<file path="config.mk">
export PLATFORM = sky130hd
export DESIGN_NAME = mis_core
export DESIGN_NICKNAME = d
export VERILOG_FILES = /design/src/logic/mis_pkg.sv /design/src/logic/mis_core.sv /design/src/logic/mis_ret_stack.sv
export SDC_FILE = /design/constraint.sdc
export NUM_CORES = 1
export LEC_CHECK = 0
export ABC_AREA = 1
export BUFFER_PORTS_ARGS = -buffer_cell sky130_fd_sc_hd__buf_4
export CORE_UTILIZATION = 35
export CTS_CLUSTER_SIZE = 28
export DETAILED_ROUTE_END_ITERATION = 7
export GPL_ROUTABILITY_DRIVEN = 0
export MAX_ROUTING_LAYER = met4
export PLACE_DENSITY = 0.53
export REMOVE_ABC_BUFFERS = 1
export SLEW_MARGIN = 30
export SYNTH_ARGS = -nofsm -noshare
export SYNTH_HDL_FRONTEND = slang
export SYNTH_HIERARCHICAL = 1
export SYNTH_SLANG_ARGS = --single-unit
</file>
<file path="constraint.sdc">
create_clock -name ref_clk -period 7.44 [get_ports ref_clk]
set_input_delay 1.116 -clock ref_clk [delete_from_list [all_inputs] [get_ports ref_clk]]
set_output_delay 1.116 -clock ref_clk [all_outputs]
set_load 0.02 [all_outputs]
</file>
<file path="src/logic/mis_pkg.sv">
// Constants and types for the 8-bit instruction sequencer
//
// Behaviour
// - Immediate ALU, compare and load take four cycles: decode, idle, read operand, execute.
// - Immediate register load: decode, fetch address byte, fetch data, write register.
// - Register load aimed at ROM window drives ROM address in fourth cycle.
// - Short-direct ops take four cycles, address from opcode, bus at opcode plus one.
// - Early-flagged bus values valid at cycle start; ROM-window values only until t18.
// - Subroutine jump: decode, bump stack pointer, push return, form 12-bit target.
// - Accumulator complement: decode, form accumulator address, read, write inverse; four cycles.
// - Interrupt entry takes one cycle: vector, push next address, switch flag set.
// - After halt, interrupt entry waits oscillator start-up plus 16 clocks.
// - Absolute jump: decode, idle, read address byte, load 12-bit target; four cycles.
// - Carry or zero relative branches take two cycles using the 5-bit offset.
// - Bit-test branches: decode, read operand, test bit, fetch displacement, branch; five cycles.
// - Subroutine and interrupt exit pop return in two cycles; interrupt exit restores flags.
// - Halt and wait take two cycles, then stop the oscillator or suspend the core.
// - Register addition adds source to accumulator; prefix 5F, indirect 47 and 4F.
// - Sum sets zero on zero result, carry on overflow out of eight bits.
// - Immediate sum, opcode 57 plus data, adds byte into accumulator.
// - Conjunction into accumulator, zero flag only; prefix BF, indirect A7 and AF.
// - Immediate conjunction, opcode B7 plus data, zero flag only, carry kept.
// - Subroutine jump pushes program counter plus two and loads target from opcode nibble and byte.
// - Return stack six deep; overflow loses newest entries, returns reach the oldest.
// - Clear writes zero; accumulator form sets zero, resets carry; three-byte form keeps flags.
package mis_pkg;
  localparam int PC_W = 12;
  localparam int STACK_DEPTH = 6;
  localparam logic [2:0] STACK_FULL = 3'h6;
  localparam logic [11:0] RESET_PC = 12'h000;
  localparam logic [11:0] VEC_BASE = 12'hff0;
  localparam logic [7:0] ADR_ACC = 8'hff;
  localparam logic [5:0] IDX_PAGE = 6'h20;
  localparam logic [1:0] WIN_PAGE = 2'h1;
  localparam int OSC_EXTRA_CYC = 16;
  localparam logic [2:0] CYC_FIRST = 3'h1;
  localparam logic [2:0] CYC_SECOND = 3'h2;
  localparam logic [2:0] CYC_THIRD = 3'h3;
  localparam logic [2:0] CYC_FOURTH = 3'h4;
  localparam logic [2:0] CYC_SHORT = 3'h2;
  localparam logic [2:0] CYC_LONG = 3'h4;
  localparam logic [2:0] CYC_BITTEST = 3'h5;
  localparam logic [3:0] LO_CALL = 4'h1;
  localparam logic [3:0] LO_UBR = 4'h9;
  localparam logic [3:0] LO_BITBR = 4'h3;
  localparam logic [3:0] LO_IMM = 4'h7;
  localparam logic [3:0] LO_DIR = 4'hf;
  localparam logic [3:0] LO_SDINC = 4'h5;
  localparam logic [3:0] LO_SDDEC = 4'hd;
  localparam logic [7:0] OP_MOVE_RR = 8'h0d;
  localparam logic [7:0] OP_INVERT = 8'h2d;
  localparam logic [7:0] OP_IRQ_EXIT = 8'h4d;
  localparam logic [7:0] OP_HALT = 8'h6d;
  localparam logic [7:0] OP_ROTATE = 8'had;
  localparam logic [7:0] OP_SUB_EXIT = 8'hcd;
  localparam logic [7:0] OP_WAIT = 8'hed;
  typedef enum logic [2:0] {
    ALU_MOVE, ALU_COMPARE, ALU_SUM, ALU_PLUS_ONE,
    ALU_STORE, ALU_CONJ, ALU_SUBTRACT, ALU_MINUS_ONE
  } mis_alu_t;
  typedef enum logic [3:0] {
    C_NOP, C_IMM, C_MOVR, C_SHD, C_DIR, C_IND, C_CALL, C_UBR,
    C_RELBR, C_BITBR, C_INV, C_ROT, C_SUBX, C_IRQX, C_HALT, C_WAIT
  } mis_cls_t;
endpackage

</file>
<file path="src/logic/mis_core.sv">
// Instruction sequencer core: fetch, decode and execute of the 8-bit controller
`timescale 1ns/10ps
`default_nettype none
module mis_core #(
  parameter int OSC_START_CYC = 1024
) (
  // Clock and reset
  input wire logic ref_clk,
  input wire logic rst,
  // Program memory bus
  output logic [mis_pkg::PC_W-1:0] progAddr,
  input wire logic [7:0] progData,
  output logic busEarly,
  output logic busRom,
  // Data space bus
  output logic [7:0] dsAddr,
  input wire logic [7:0] dsRdData,
  output logic [7:0] dsWrData,
  output logic dsWe,
  input wire logic [5:0] romPage,
  // Interrupt and oscillator control
  input wire logic irqReq,
  input wire logic [1:0] irqSrc,
  output logic irqAck,
  output logic inIrq,
  output logic oscStop,
  output logic coreWait,
  // Core state
  output logic [7:0] acc
);
  import mis_pkg::*;

  typedef enum {ST_RUN, ST_IRQ, ST_HALT, ST_WAKE, ST_SLEEP} mis_state_t;

  localparam logic [15:0] WAKE_LAST = 16'(OSC_START_CYC + OSC_EXTRA_CYC - 1);

  // ==========================================================
  // Decode helpers
  function automatic mis_cls_t classify(input logic [7:0] op);
    mis_cls_t c;
    c = C_NOP;
    if (!op[0]) begin
      c = C_RELBR;
    end else begin
      case (op[3:0])
        LO_CALL: c = C_CALL;
        LO_UBR: c = C_UBR;
        LO_BITBR: c = C_BITBR;
        LO_IMM: begin
          if (!op[4]) begin
            c = C_IND;
          end else if (mis_alu_t'(op[7:5]) inside {ALU_PLUS_ONE, ALU_STORE, ALU_MINUS_ONE}) begin
            c = C_NOP;
          end else begin
            c = C_IMM;
          end
        end
        LO_DIR: c = op[4] ? C_DIR : C_IND;
        LO_SDINC: c = op[4] ? C_SHD : C_NOP;
        LO_SDDEC: begin
          if (op[4]) begin
            c = C_SHD;
          end else begin
            case (op)
              OP_MOVE_RR: c = C_MOVR;
              OP_INVERT: c = C_INV;
              OP_IRQ_EXIT: c = C_IRQX;
              OP_HALT: c = C_HALT;
              OP_ROTATE: c = C_ROT;
              OP_SUB_EXIT: c = C_SUBX;
              OP_WAIT: c = C_WAIT;
              default: c = C_NOP;
            endcase
          end
        end
        default: c = C_NOP;
      endcase
    end
    return c;
  endfunction

  function automatic logic [2:0] lastOf(input mis_cls_t c);
    case (c)
      C_RELBR, C_SUBX, C_IRQX, C_HALT, C_WAIT, C_NOP: return CYC_SHORT;
      C_BITBR: return CYC_BITTEST;
      default: return CYC_LONG;
    endcase
  endfunction

  function automatic logic [11:0] lenOf(input mis_cls_t c);
    case (c)
      C_IMM, C_DIR: return 12'h002;
      C_MOVR, C_BITBR: return 12'h003;
      default: return 12'h001;
    endcase
  endfunction

  function automatic mis_alu_t shdAlu(input logic [7:0] op);
    case ({op[3], op[5]})
      2'b00: return ALU_PLUS_ONE;
      2'b01: return ALU_MOVE;
      2'b10: return ALU_MINUS_ONE;
      default: return ALU_STORE;
    endcase
  endfunction

  function automatic logic inWin(input logic [7:0] a);
    return a[7:6] == WIN_PAGE;
  endfunction

  function automatic logic isIdx(input logic [7:0] a);
    return a[7:2] == IDX_PAGE;
  endfunction

  // ==========================================================
  // State
  mis_state_t state, next_state;
  logic [2:0] cyc, next_cyc;
  logic [15:0] wakeCnt, next_wakeCnt;
  logic [11:0] pc, next_pc, next_addr, stackTop, vector;
  logic [7:0] opReg, byte2, opnd, curOp, rdVal, aluB, aluRes, wrAddr, wrData;
  logic [7:0] idx [4];
  logic [1:0] zBank, cBank;
  logic romNext, lastCyc, irqTake, aluC, curZ, curC, newZ, newC, updZ, updC;
  logic wrGo, push, pop, bitVal, isAlu, isAccOp;
  logic [11:0] pushData;
  mis_cls_t cls;
  mis_alu_t effOp;

  mis_ret_stack uStack (
    .ref_clk(ref_clk),
    .rst(rst),
    .push(push),
    .pop(pop),
    .pushData(pushData),
    .top(stackTop)
  );

  always_comb begin
    curOp = (cyc == CYC_FIRST) ? progData : opReg;
    cls = classify(curOp);
    lastCyc = (cyc == lastOf(cls));
    irqTake = irqReq && !inIrq;
    curZ = zBank[inIrq];
    curC = cBank[inIrq];
    isAlu = cls inside {C_IMM, C_DIR, C_IND, C_SHD};
    isAccOp = cls inside {C_INV, C_ROT};
    effOp = (cls == C_SHD) ? shdAlu(curOp) : mis_alu_t'(curOp[7:5]);
    bitVal = opnd[{curOp[5], curOp[6], curOp[7]}];
    vector = VEC_BASE + {9'h000, irqSrc, 1'b0};
    if (dsAddr == ADR_ACC) begin
      rdVal = acc;
    end else if (isIdx(dsAddr)) begin
      rdVal = idx[dsAddr[1:0]];
    end else begin
      rdVal = dsRdData;
    end
  end

  // ==========================================================
  // Arithmetic and logic
  always_comb begin
    aluB = ((cls == C_DIR || cls == C_IND) && inWin(dsAddr)) ? progData : opnd;
    aluRes = aluB;
    aluC = curC;
    unique case (effOp)
      ALU_MOVE: aluRes = aluB;
      ALU_COMPARE, ALU_SUBTRACT: begin
        aluRes = acc - aluB;
        aluC = acc < aluB;
      end
      ALU_SUM: {aluC, aluRes} = {1'b0, acc} + {1'b0, aluB};
      ALU_PLUS_ONE: aluRes = aluB + 8'h01;
      ALU_STORE: aluRes = acc;
      ALU_CONJ: aluRes = acc & aluB;
      ALU_MINUS_ONE: aluRes = aluB - 8'h01;
    endcase
    if (cls == C_INV) begin
      aluRes = ~acc;
      aluC = acc[7];
    end else if (cls == C_ROT) begin
      aluRes = {acc[6:0], curC};
      aluC = acc[7];
    end
  end

  // ==========================================================
  // Write-back and flag selection
  always_comb begin
    wrGo = 1'b0;
    wrAddr = ADR_ACC;
    wrData = aluRes;
    updZ = 1'b0;
    updC = 1'b0;
    newZ = (aluRes == 8'h00);
    newC = aluC;
    if (state == ST_RUN) begin
      if (cls == C_MOVR && cyc == CYC_THIRD) begin
        wrGo = !inWin(dsAddr);
        wrAddr = dsAddr;
        wrData = progData;
      end else if (lastCyc && (isAlu || isAccOp)) begin
        wrGo = isAccOp || effOp != ALU_COMPARE;
        wrAddr = (isAccOp || effOp inside {ALU_MOVE, ALU_SUM, ALU_CONJ, ALU_SUBTRACT})
                 ? ADR_ACC : dsAddr;
        updZ = 1'b1;
        updC = isAccOp || effOp inside {ALU_COMPARE, ALU_SUM, ALU_SUBTRACT};
      end else if (lastCyc && cls == C_BITBR) begin
        updC = 1'b1;
        newC = bitVal;
      end
    end
  end

  // ==========================================================
  // Program counter and stack control
  always_comb begin
    next_pc = pc + lenOf(cls);
    push = 1'b0;
    pop = 1'b0;
    pushData = pc;
    unique case (cls)
      C_CALL, C_UBR: next_pc = {byte2, curOp[7:4]};
      C_RELBR: begin
        if ((curOp[1] ? curC : curZ) == curOp[2]) begin
          next_pc = pc + 12'h001 + {{7{curOp[7]}}, curOp[7:3]};
        end
      end
      C_BITBR: begin
        if (bitVal == curOp[4]) begin
          next_pc = pc + 12'h003 + {{4{byte2[7]}}, byte2};
        end
      end
      C_SUBX, C_IRQX: next_pc = stackTop;
      default: next_pc = pc + lenOf(cls);
    endcase
    if (state == ST_RUN && cls == C_CALL && cyc == CYC_THIRD) begin
      push = 1'b1;
      pushData = pc + 12'h002;
    end else if (state == ST_IRQ) begin
      push = 1'b1;
    end
    pop = state == ST_RUN && lastCyc && (cls == C_SUBX || cls == C_IRQX);
  end

  // ==========================================================
  // Sequencing
  always_comb begin
    next_state = state;
    next_cyc = cyc;
    next_wakeCnt = wakeCnt;
    unique case (state)
      ST_RUN: begin
        if (!lastCyc) begin
          next_cyc = cyc + 3'h1;
        end else begin
          next_cyc = CYC_FIRST;
          // halt or suspend after two cycles
          if (cls == C_HALT) begin
            next_state = ST_HALT;
          end else if (cls == C_WAIT) begin
            next_state = ST_SLEEP;
          end else if (irqTake) begin
            next_state = ST_IRQ;
          end
        end
      end
      ST_IRQ: next_state = ST_RUN;
      ST_HALT: begin
        if (irqReq) begin
          next_state = ST_WAKE;
          next_wakeCnt = 16'h0000;
        end
      end
      ST_WAKE: begin
        if (wakeCnt == WAKE_LAST) begin
          next_state = inIrq ? ST_RUN : ST_IRQ;
        end else begin
          next_wakeCnt = wakeCnt + 16'h0001;
        end
      end
      ST_SLEEP: begin
        if (irqReq) begin
          next_state = inIrq ? ST_RUN : ST_IRQ;
        end
      end
    endcase
  end

  // Address driven in the coming cycle
  always_comb begin
    next_addr = pc + 12'h001;
    romNext = 1'b0;
    if (state == ST_IRQ) begin
      next_addr = vector;
    end else if (state != ST_RUN) begin
      next_addr = pc;
    end else if (lastCyc) begin
      next_addr = next_pc;
    end else begin
      case (cyc)
        CYC_FIRST: next_addr = (cls == C_SUBX || cls == C_IRQX) ? stackTop : pc + 12'h001;
        CYC_SECOND: begin
          if (cls == C_BITBR && inWin(progData)) begin
            next_addr = {romPage, progData[5:0]};
            romNext = 1'b1;
          end else if (cls == C_MOVR || cls == C_BITBR) begin
            next_addr = pc + 12'h002;
          end
        end
        CYC_THIRD: begin
          // ROM window replaces next opcode address
          if ((cls == C_MOVR || cls == C_DIR || cls == C_IND) && inWin(dsAddr)) begin
            next_addr = {romPage, dsAddr[5:0]};
            romNext = 1'b1;
          end else if (cls == C_MOVR) begin
            next_addr = pc + 12'h003;
          end else if (cls inside {C_IMM, C_DIR, C_CALL, C_UBR, C_BITBR}) begin
            next_addr = pc + 12'h002;
          end
        end
        CYC_FOURTH: next_addr = pc + 12'h003;
        default: next_addr = pc + 12'h001;
      endcase
    end
  end

  always_ff @(posedge ref_clk or posedge rst) begin
    if (rst) begin
      state <= ST_RUN;
      cyc <= CYC_FIRST;
      wakeCnt <= 16'h0000;
    end else begin
      state <= next_state;
      cyc <= next_cyc;
      wakeCnt <= next_wakeCnt;
    end
  end

  always_ff @(posedge ref_clk or posedge rst) begin
    if (rst) begin
      progAddr <= RESET_PC;
      busEarly <= 1'b1;
      busRom <= 1'b0;
    end else begin
      progAddr <= next_addr;
      busEarly <= next_state == ST_RUN && next_cyc == CYC_FIRST;
      busRom <= romNext;
    end
  end

  always_ff @(posedge ref_clk or posedge rst) begin
    if (rst) begin
      pc <= RESET_PC;
    end else if (state == ST_IRQ) begin
      pc <= vector;
    end else if (state == ST_RUN && lastCyc) begin
      pc <= next_pc;
    end
  end

  // ==========================================================
  // Operand capture
  always_ff @(posedge ref_clk or posedge rst) begin
    if (rst) begin
      opReg <= 8'h00;
      byte2 <= 8'h00;
      opnd <= 8'h00;
      dsAddr <= 8'h00;
    end else if (state == ST_RUN) begin
      if (cyc == CYC_FIRST) begin
        opReg <= progData;
      end
      if (cyc == CYC_SECOND) begin
        unique case (cls)
          C_DIR, C_MOVR, C_BITBR: dsAddr <= progData;
          C_IND: dsAddr <= curOp[3] ? idx[1] : idx[0];
          C_SHD: dsAddr <= {IDX_PAGE, curOp[7:6]};
          C_INV, C_ROT: dsAddr <= ADR_ACC;
          default: dsAddr <= dsAddr;
        endcase
      end
      if (cyc == CYC_THIRD) begin
        opnd <= (cls == C_IMM || (cls == C_BITBR && inWin(dsAddr))) ? progData : rdVal;
        if (cls == C_CALL || cls == C_UBR) begin
          byte2 <= progData;
        end
      end
      if (cyc == CYC_FOURTH && cls == C_BITBR) begin
        byte2 <= progData;
      end
    end
  end

  // ==========================================================
  // Registers and data space writes
  always_ff @(posedge ref_clk or posedge rst) begin
    if (rst) begin
      acc <= 8'h00;
      for (int i = 0; i < 4; i++) begin
        idx[i] <= 8'h00;
      end
    end else if (wrGo) begin
      if (wrAddr == ADR_ACC) begin
        acc <= wrData;
      end else if (isIdx(wrAddr)) begin
        idx[wrAddr[1:0]] <= wrData;
      end
    end
  end

  always_ff @(posedge ref_clk or posedge rst) begin
    if (rst) begin
      dsWe <= 1'b0;
      dsWrData <= 8'h00;
    end else begin
      dsWe <= wrGo && wrAddr != ADR_ACC && !isIdx(wrAddr) && !inWin(wrAddr);
      dsWrData <= wrData;
    end
  end

  always_ff @(posedge ref_clk or posedge rst) begin
    if (rst) begin
      zBank <= 2'b00;
      cBank <= 2'b00;
    end else begin
      if (updZ) begin
        zBank[inIrq] <= newZ;
      end
      if (updC) begin
        cBank[inIrq] <= newC;
      end
    end
  end

  // ==========================================================
  // Interrupt and oscillator state
  always_ff @(posedge ref_clk or posedge rst) begin
    if (rst) begin
      inIrq <= 1'b0;
      irqAck <= 1'b0;
      oscStop <= 1'b0;
      coreWait <= 1'b0;
    end else begin
      irqAck <= state == ST_IRQ;
      if (state == ST_IRQ) begin
        inIrq <= 1'b1;
      end else if (pop && cls == C_IRQX) begin
        inIrq <= 1'b0;
      end
      oscStop <= next_state == ST_HALT;
      coreWait <= next_state == ST_SLEEP;
    end
  end
endmodule
`default_nettype wire

</file>
<file path="src/logic/mis_ret_stack.sv">
// Six-level hardware return stack
`timescale 1ns/10ps
`default_nettype none
module mis_ret_stack (
  // Clock and reset
  input wire logic ref_clk,
  input wire logic rst,
  // Push and pop
  input wire logic push,
  input wire logic pop,
  input wire logic [mis_pkg::PC_W-1:0] pushData,
  output logic [mis_pkg::PC_W-1:0] top
);
  import mis_pkg::*;

  logic [PC_W-1:0] mem [STACK_DEPTH];
  logic [2:0] depth;

  always_ff @(posedge ref_clk or posedge rst) begin
    if (rst) begin
      depth <= 3'h0;
    end else if (push && depth != STACK_FULL) begin
      depth <= depth + 3'h1;
    end else if (pop && depth != 3'h0) begin
      depth <= depth - 3'h1;
    end
  end

  genvar g;
  generate
    for (g = 0; g < STACK_DEPTH; g++) begin : gLevel
      always_ff @(posedge ref_clk or posedge rst) begin
        if (rst) begin
          mem[g] <= '0;
        end else if (push && depth == 3'(g)) begin
          mem[g] <= pushData;
        end
      end
    end
  endgenerate

  // Empty stack returns the oldest slot
  always_comb begin
    top = (depth == 3'h0) ? mem[0] : mem[depth - 3'h1];
  end
endmodule
`default_nettype wire

</file>
==> metrics.md <==
| Metric | Value |
|---|---|
| Area added between synthesis and finish | `12.0%` |
| Worst Tran Pin Value | `0.910 ns` |
| Arr. time, crit path | `6.54 ns` |
| Gr usage total | `25.7%` |
| Dpl hpwl | `47,900 um` |
| Clk_lat worst skew | `0.60 ns` |
| Finish-stage setup viols | `0` |
| Hold Fails Final Rpt | `0` |
| Post-CTS Setup Inserts | `0` |
| Seq. cell area | `0.00603 mm^2` |
| Initial DRT Pass Iterations | `6` |
| Synth top cells by count | `nand2_1, inv_1, o21ai_0` |
| Startpoint Class | `flip-flop` |
| Vias in the first global route | `17.1k` |
| Final WL | `64,400 um` |
| Ratio of cells with drive above 1 in the final layout | `8.67%` |
| CTS root buf | `clkbuf_16` |
| Horiz. Die Dim | `227 um` |
| IO Count | `70` |
| Slew margin rel. | `39.2%` |
| CP dominant cell by count | `nand2_1` |
| Syn avg cell area | `6.78 um^2` |
| Avg WL per Cell | `19.4 um` |
| Worst path bufs/invs | `2` |
| Mapped Area | `0.0176 mm^2` |
| DRT iter0 DRCs | `1,694` |
| FMAX | `166 MHz` |
| Max VDD drop | `0.157 mV` |
| Vias | `18.1k` |
| Dominant synthesized flop cell | `dfrtp_1` |
| Delay-heaviest family, CP | `compound AO/OA/AOI/OAI gates` |
| CTS Buf Count | `31` |
| Top cell type's share of synthesized area | `33.9%` |
| Critical path type | `reg -> reg` |
| Crit path largest cell delay | `0.82 ns` |
| Synth top area cells | `dfrtp_1, nand2_1, o21ai_0, inv_1, nor2_1` |
| Warnings, synthesis | `6` |
| Status | `complete, no violations` |
| Seq/Total Area, Yosys | `34.2%` |
| TritonCTS clock tree | `yes` |
| Tmin final | `6.01 ns` |
| Die Y | `227 um` |
| Row cnt | `81` |
| Pin count of the biggest net entering global routing | `94` |
| Post-cts repair resize count | `0` |
| Hold buffer count at cts | `0` |
| Count leader, synth | `nand2_1` |
| Clock skew | `0.0190 ns` |
| Diode count | `0` |
| Max-cap check violation count | `0` |
| Nets | `2,729` |
| Critical Path Slowest Stage Cell | `o21ai_0` |
| Multi-input gate area | `0.00983 mm^2` |
| Final ANT Viol Nets | `0` |
| H-tree depth | `1` |
| Clock Path Buffers | `3` |
| Initial antenna violation count | `0` |
| Syn Inst Count | `2,604` |
| Via density | `5.44` |
| Slew Limit Fails | `0` |
| Reg clk slew, reported paths | `0.07 ns` |
| Worst Setup End Kind | `flip-flop` |
| Starting Density | `35.8%` |
| Yosys reg bits | `241` |
| CP required | `7.97 ns` |
| Area leader, netlist | `dfrtp_1` |
| First-pass GRT wire length | `99,000 um` |
| RSZ-0062 raised after global routing | `false` |
| Hold Path Class | `reg -> reg` |
| Period utilisation layout | `80.8%` |
| CP Max Fanout | `16` |
| Clock Sinks | `241` |
| Ys async rst share | `100%` |
| # port buffers | `69` |
| Grt total ovfl | `0` |
| DRC Markers | `0` |
| Final core occ | `40.0%` |
| DIE AREA | `0.0513 mm^2` |
| Final cell count without fillers | `3,329` |
| Setup TNS | `0 ns` |
| Number of synthesized flops with an enable pin | `0` |
| PwrDens | `146 mW/mm^2` |
| Placed cells | `3,272` |
| FILL cells | `5,260` |
| Pleak | `9.61 nW` |
| Core area | `0.0494 mm^2` |
| Cell variety after synth | `66` |
sequential cells by signal, indices dropped and copies added, names as in the netlist, 12 cells and up:
signal      cells
idx            32
progAddr       12
state          32
pc             12
wakeCnt        16
uStack/mem     72
metrics by stage:
step                hold slack, ns  setup slack [ns]  power (mW)  instance area [um^2]
global placement             0.458              1.53        1.39                 18700
finish                       0.479              1.43        2.89                 19800
global route                 0.497             0.825        2.98                 19800
floorplan                    0.445              1.84        1.36                 17200
CTS                          0.477              1.51        2.94                 19800
detailed placement           0.464              1.46        1.39                 18700
report_power, final:
group,switching [mW],internal [mW]
Combinational,0.0440,0.0126
Clock,0.615,0.904
Sequential,0.000806,1.31
cell usage in the layout (no fill, tap or decap), types with 11 or more instances in the layout:
master | synthesis | layout
a211oi_1 | 11 | 11
o211ai_1 | 33 | 33
nand2_2 | 22 | 22
xor2_1 | 52 | 52
nor4_1 | 13 | 12
clkbuf_16 | 0 | 31
o21ai_0 | 288 | 286
a21oi_1 | 109 | 109
dfrtp_1 | 239 | 239
o21ai_1 | 42 | 44
nand4_1 | 29 | 29
inv_2 | 15 | 16
buf_4 | 4 | 86
inv_1 | 343 | 341
nor2_1 | 245 | 245
nand2_1 | 687 | 687
nand3_1 | 127 | 127
o22ai_1 | 20 | 20
ha_1 | 55 | 55
a31oi_1 | 13 | 13
nor3_1 | 35 | 35
worst min-delay path, cell delays in order (launching register included):
cell and delay (ns):
dfrtp_1 0.34, o21ai_1 0.06, nand2_1 0.05
layer usage:
metal  vias up  GRT usage (%)  share of wire [%]
met5         -              -                  0
met4         0           9.59                4.2
met3       195           3.86                7.5
met2       774           40.4                 45
met1      8568           33.4                 43
li1       8559              -                  -
final cells by class:
type                       instances  share of cell area (%)
clock buffer                      45                    4.54
clock inverter                    12                   0.646
inverter                         369                    7.05
multi-input combinational       1911                    49.7
sequential                       241                    30.5
tap                              664                    4.20
timing repair buffer              87                    3.32
cell families (layout without fill, tap and decap cells):
group / Yosys count / after routing / synth area share (%)
AOI/OAI and AO/OA: 579 / 579 / 18.6
adders and majority gates: 61 / 61 / 4.58
buffers and inverters: 452 / 513 / 10.2
xor gates and xnor gates: 61 / 61 / 3.03
muxes: 1 / 1 / 0.0567
DFF: 241 / 241 / 34.2
and+or+nand+nor: 1209 / 1209 / 29.3
final timing paths:
| path | startpoint | slack, ns | cells after the start | endpoint |
|---|---|---|---|---|
| max | cyc[1] | 1.43 | 28 | idx[23] |
| min | idx[13] | 0.48 | 2 | idx[13] |
| max reg2reg | cyc[1] | 1.43 | 28 | idx[23] |
| min reg2reg | idx[13] | 0.48 | 2 | idx[13] |
| max in group asynchronous | rst | 5.63 | 3 | byte2[1] |
| min in group asynchronous | rst | 0.56 | 2 | uStack/mem[3] |
No activity file was read; power rests on OpenSTA's default activity.
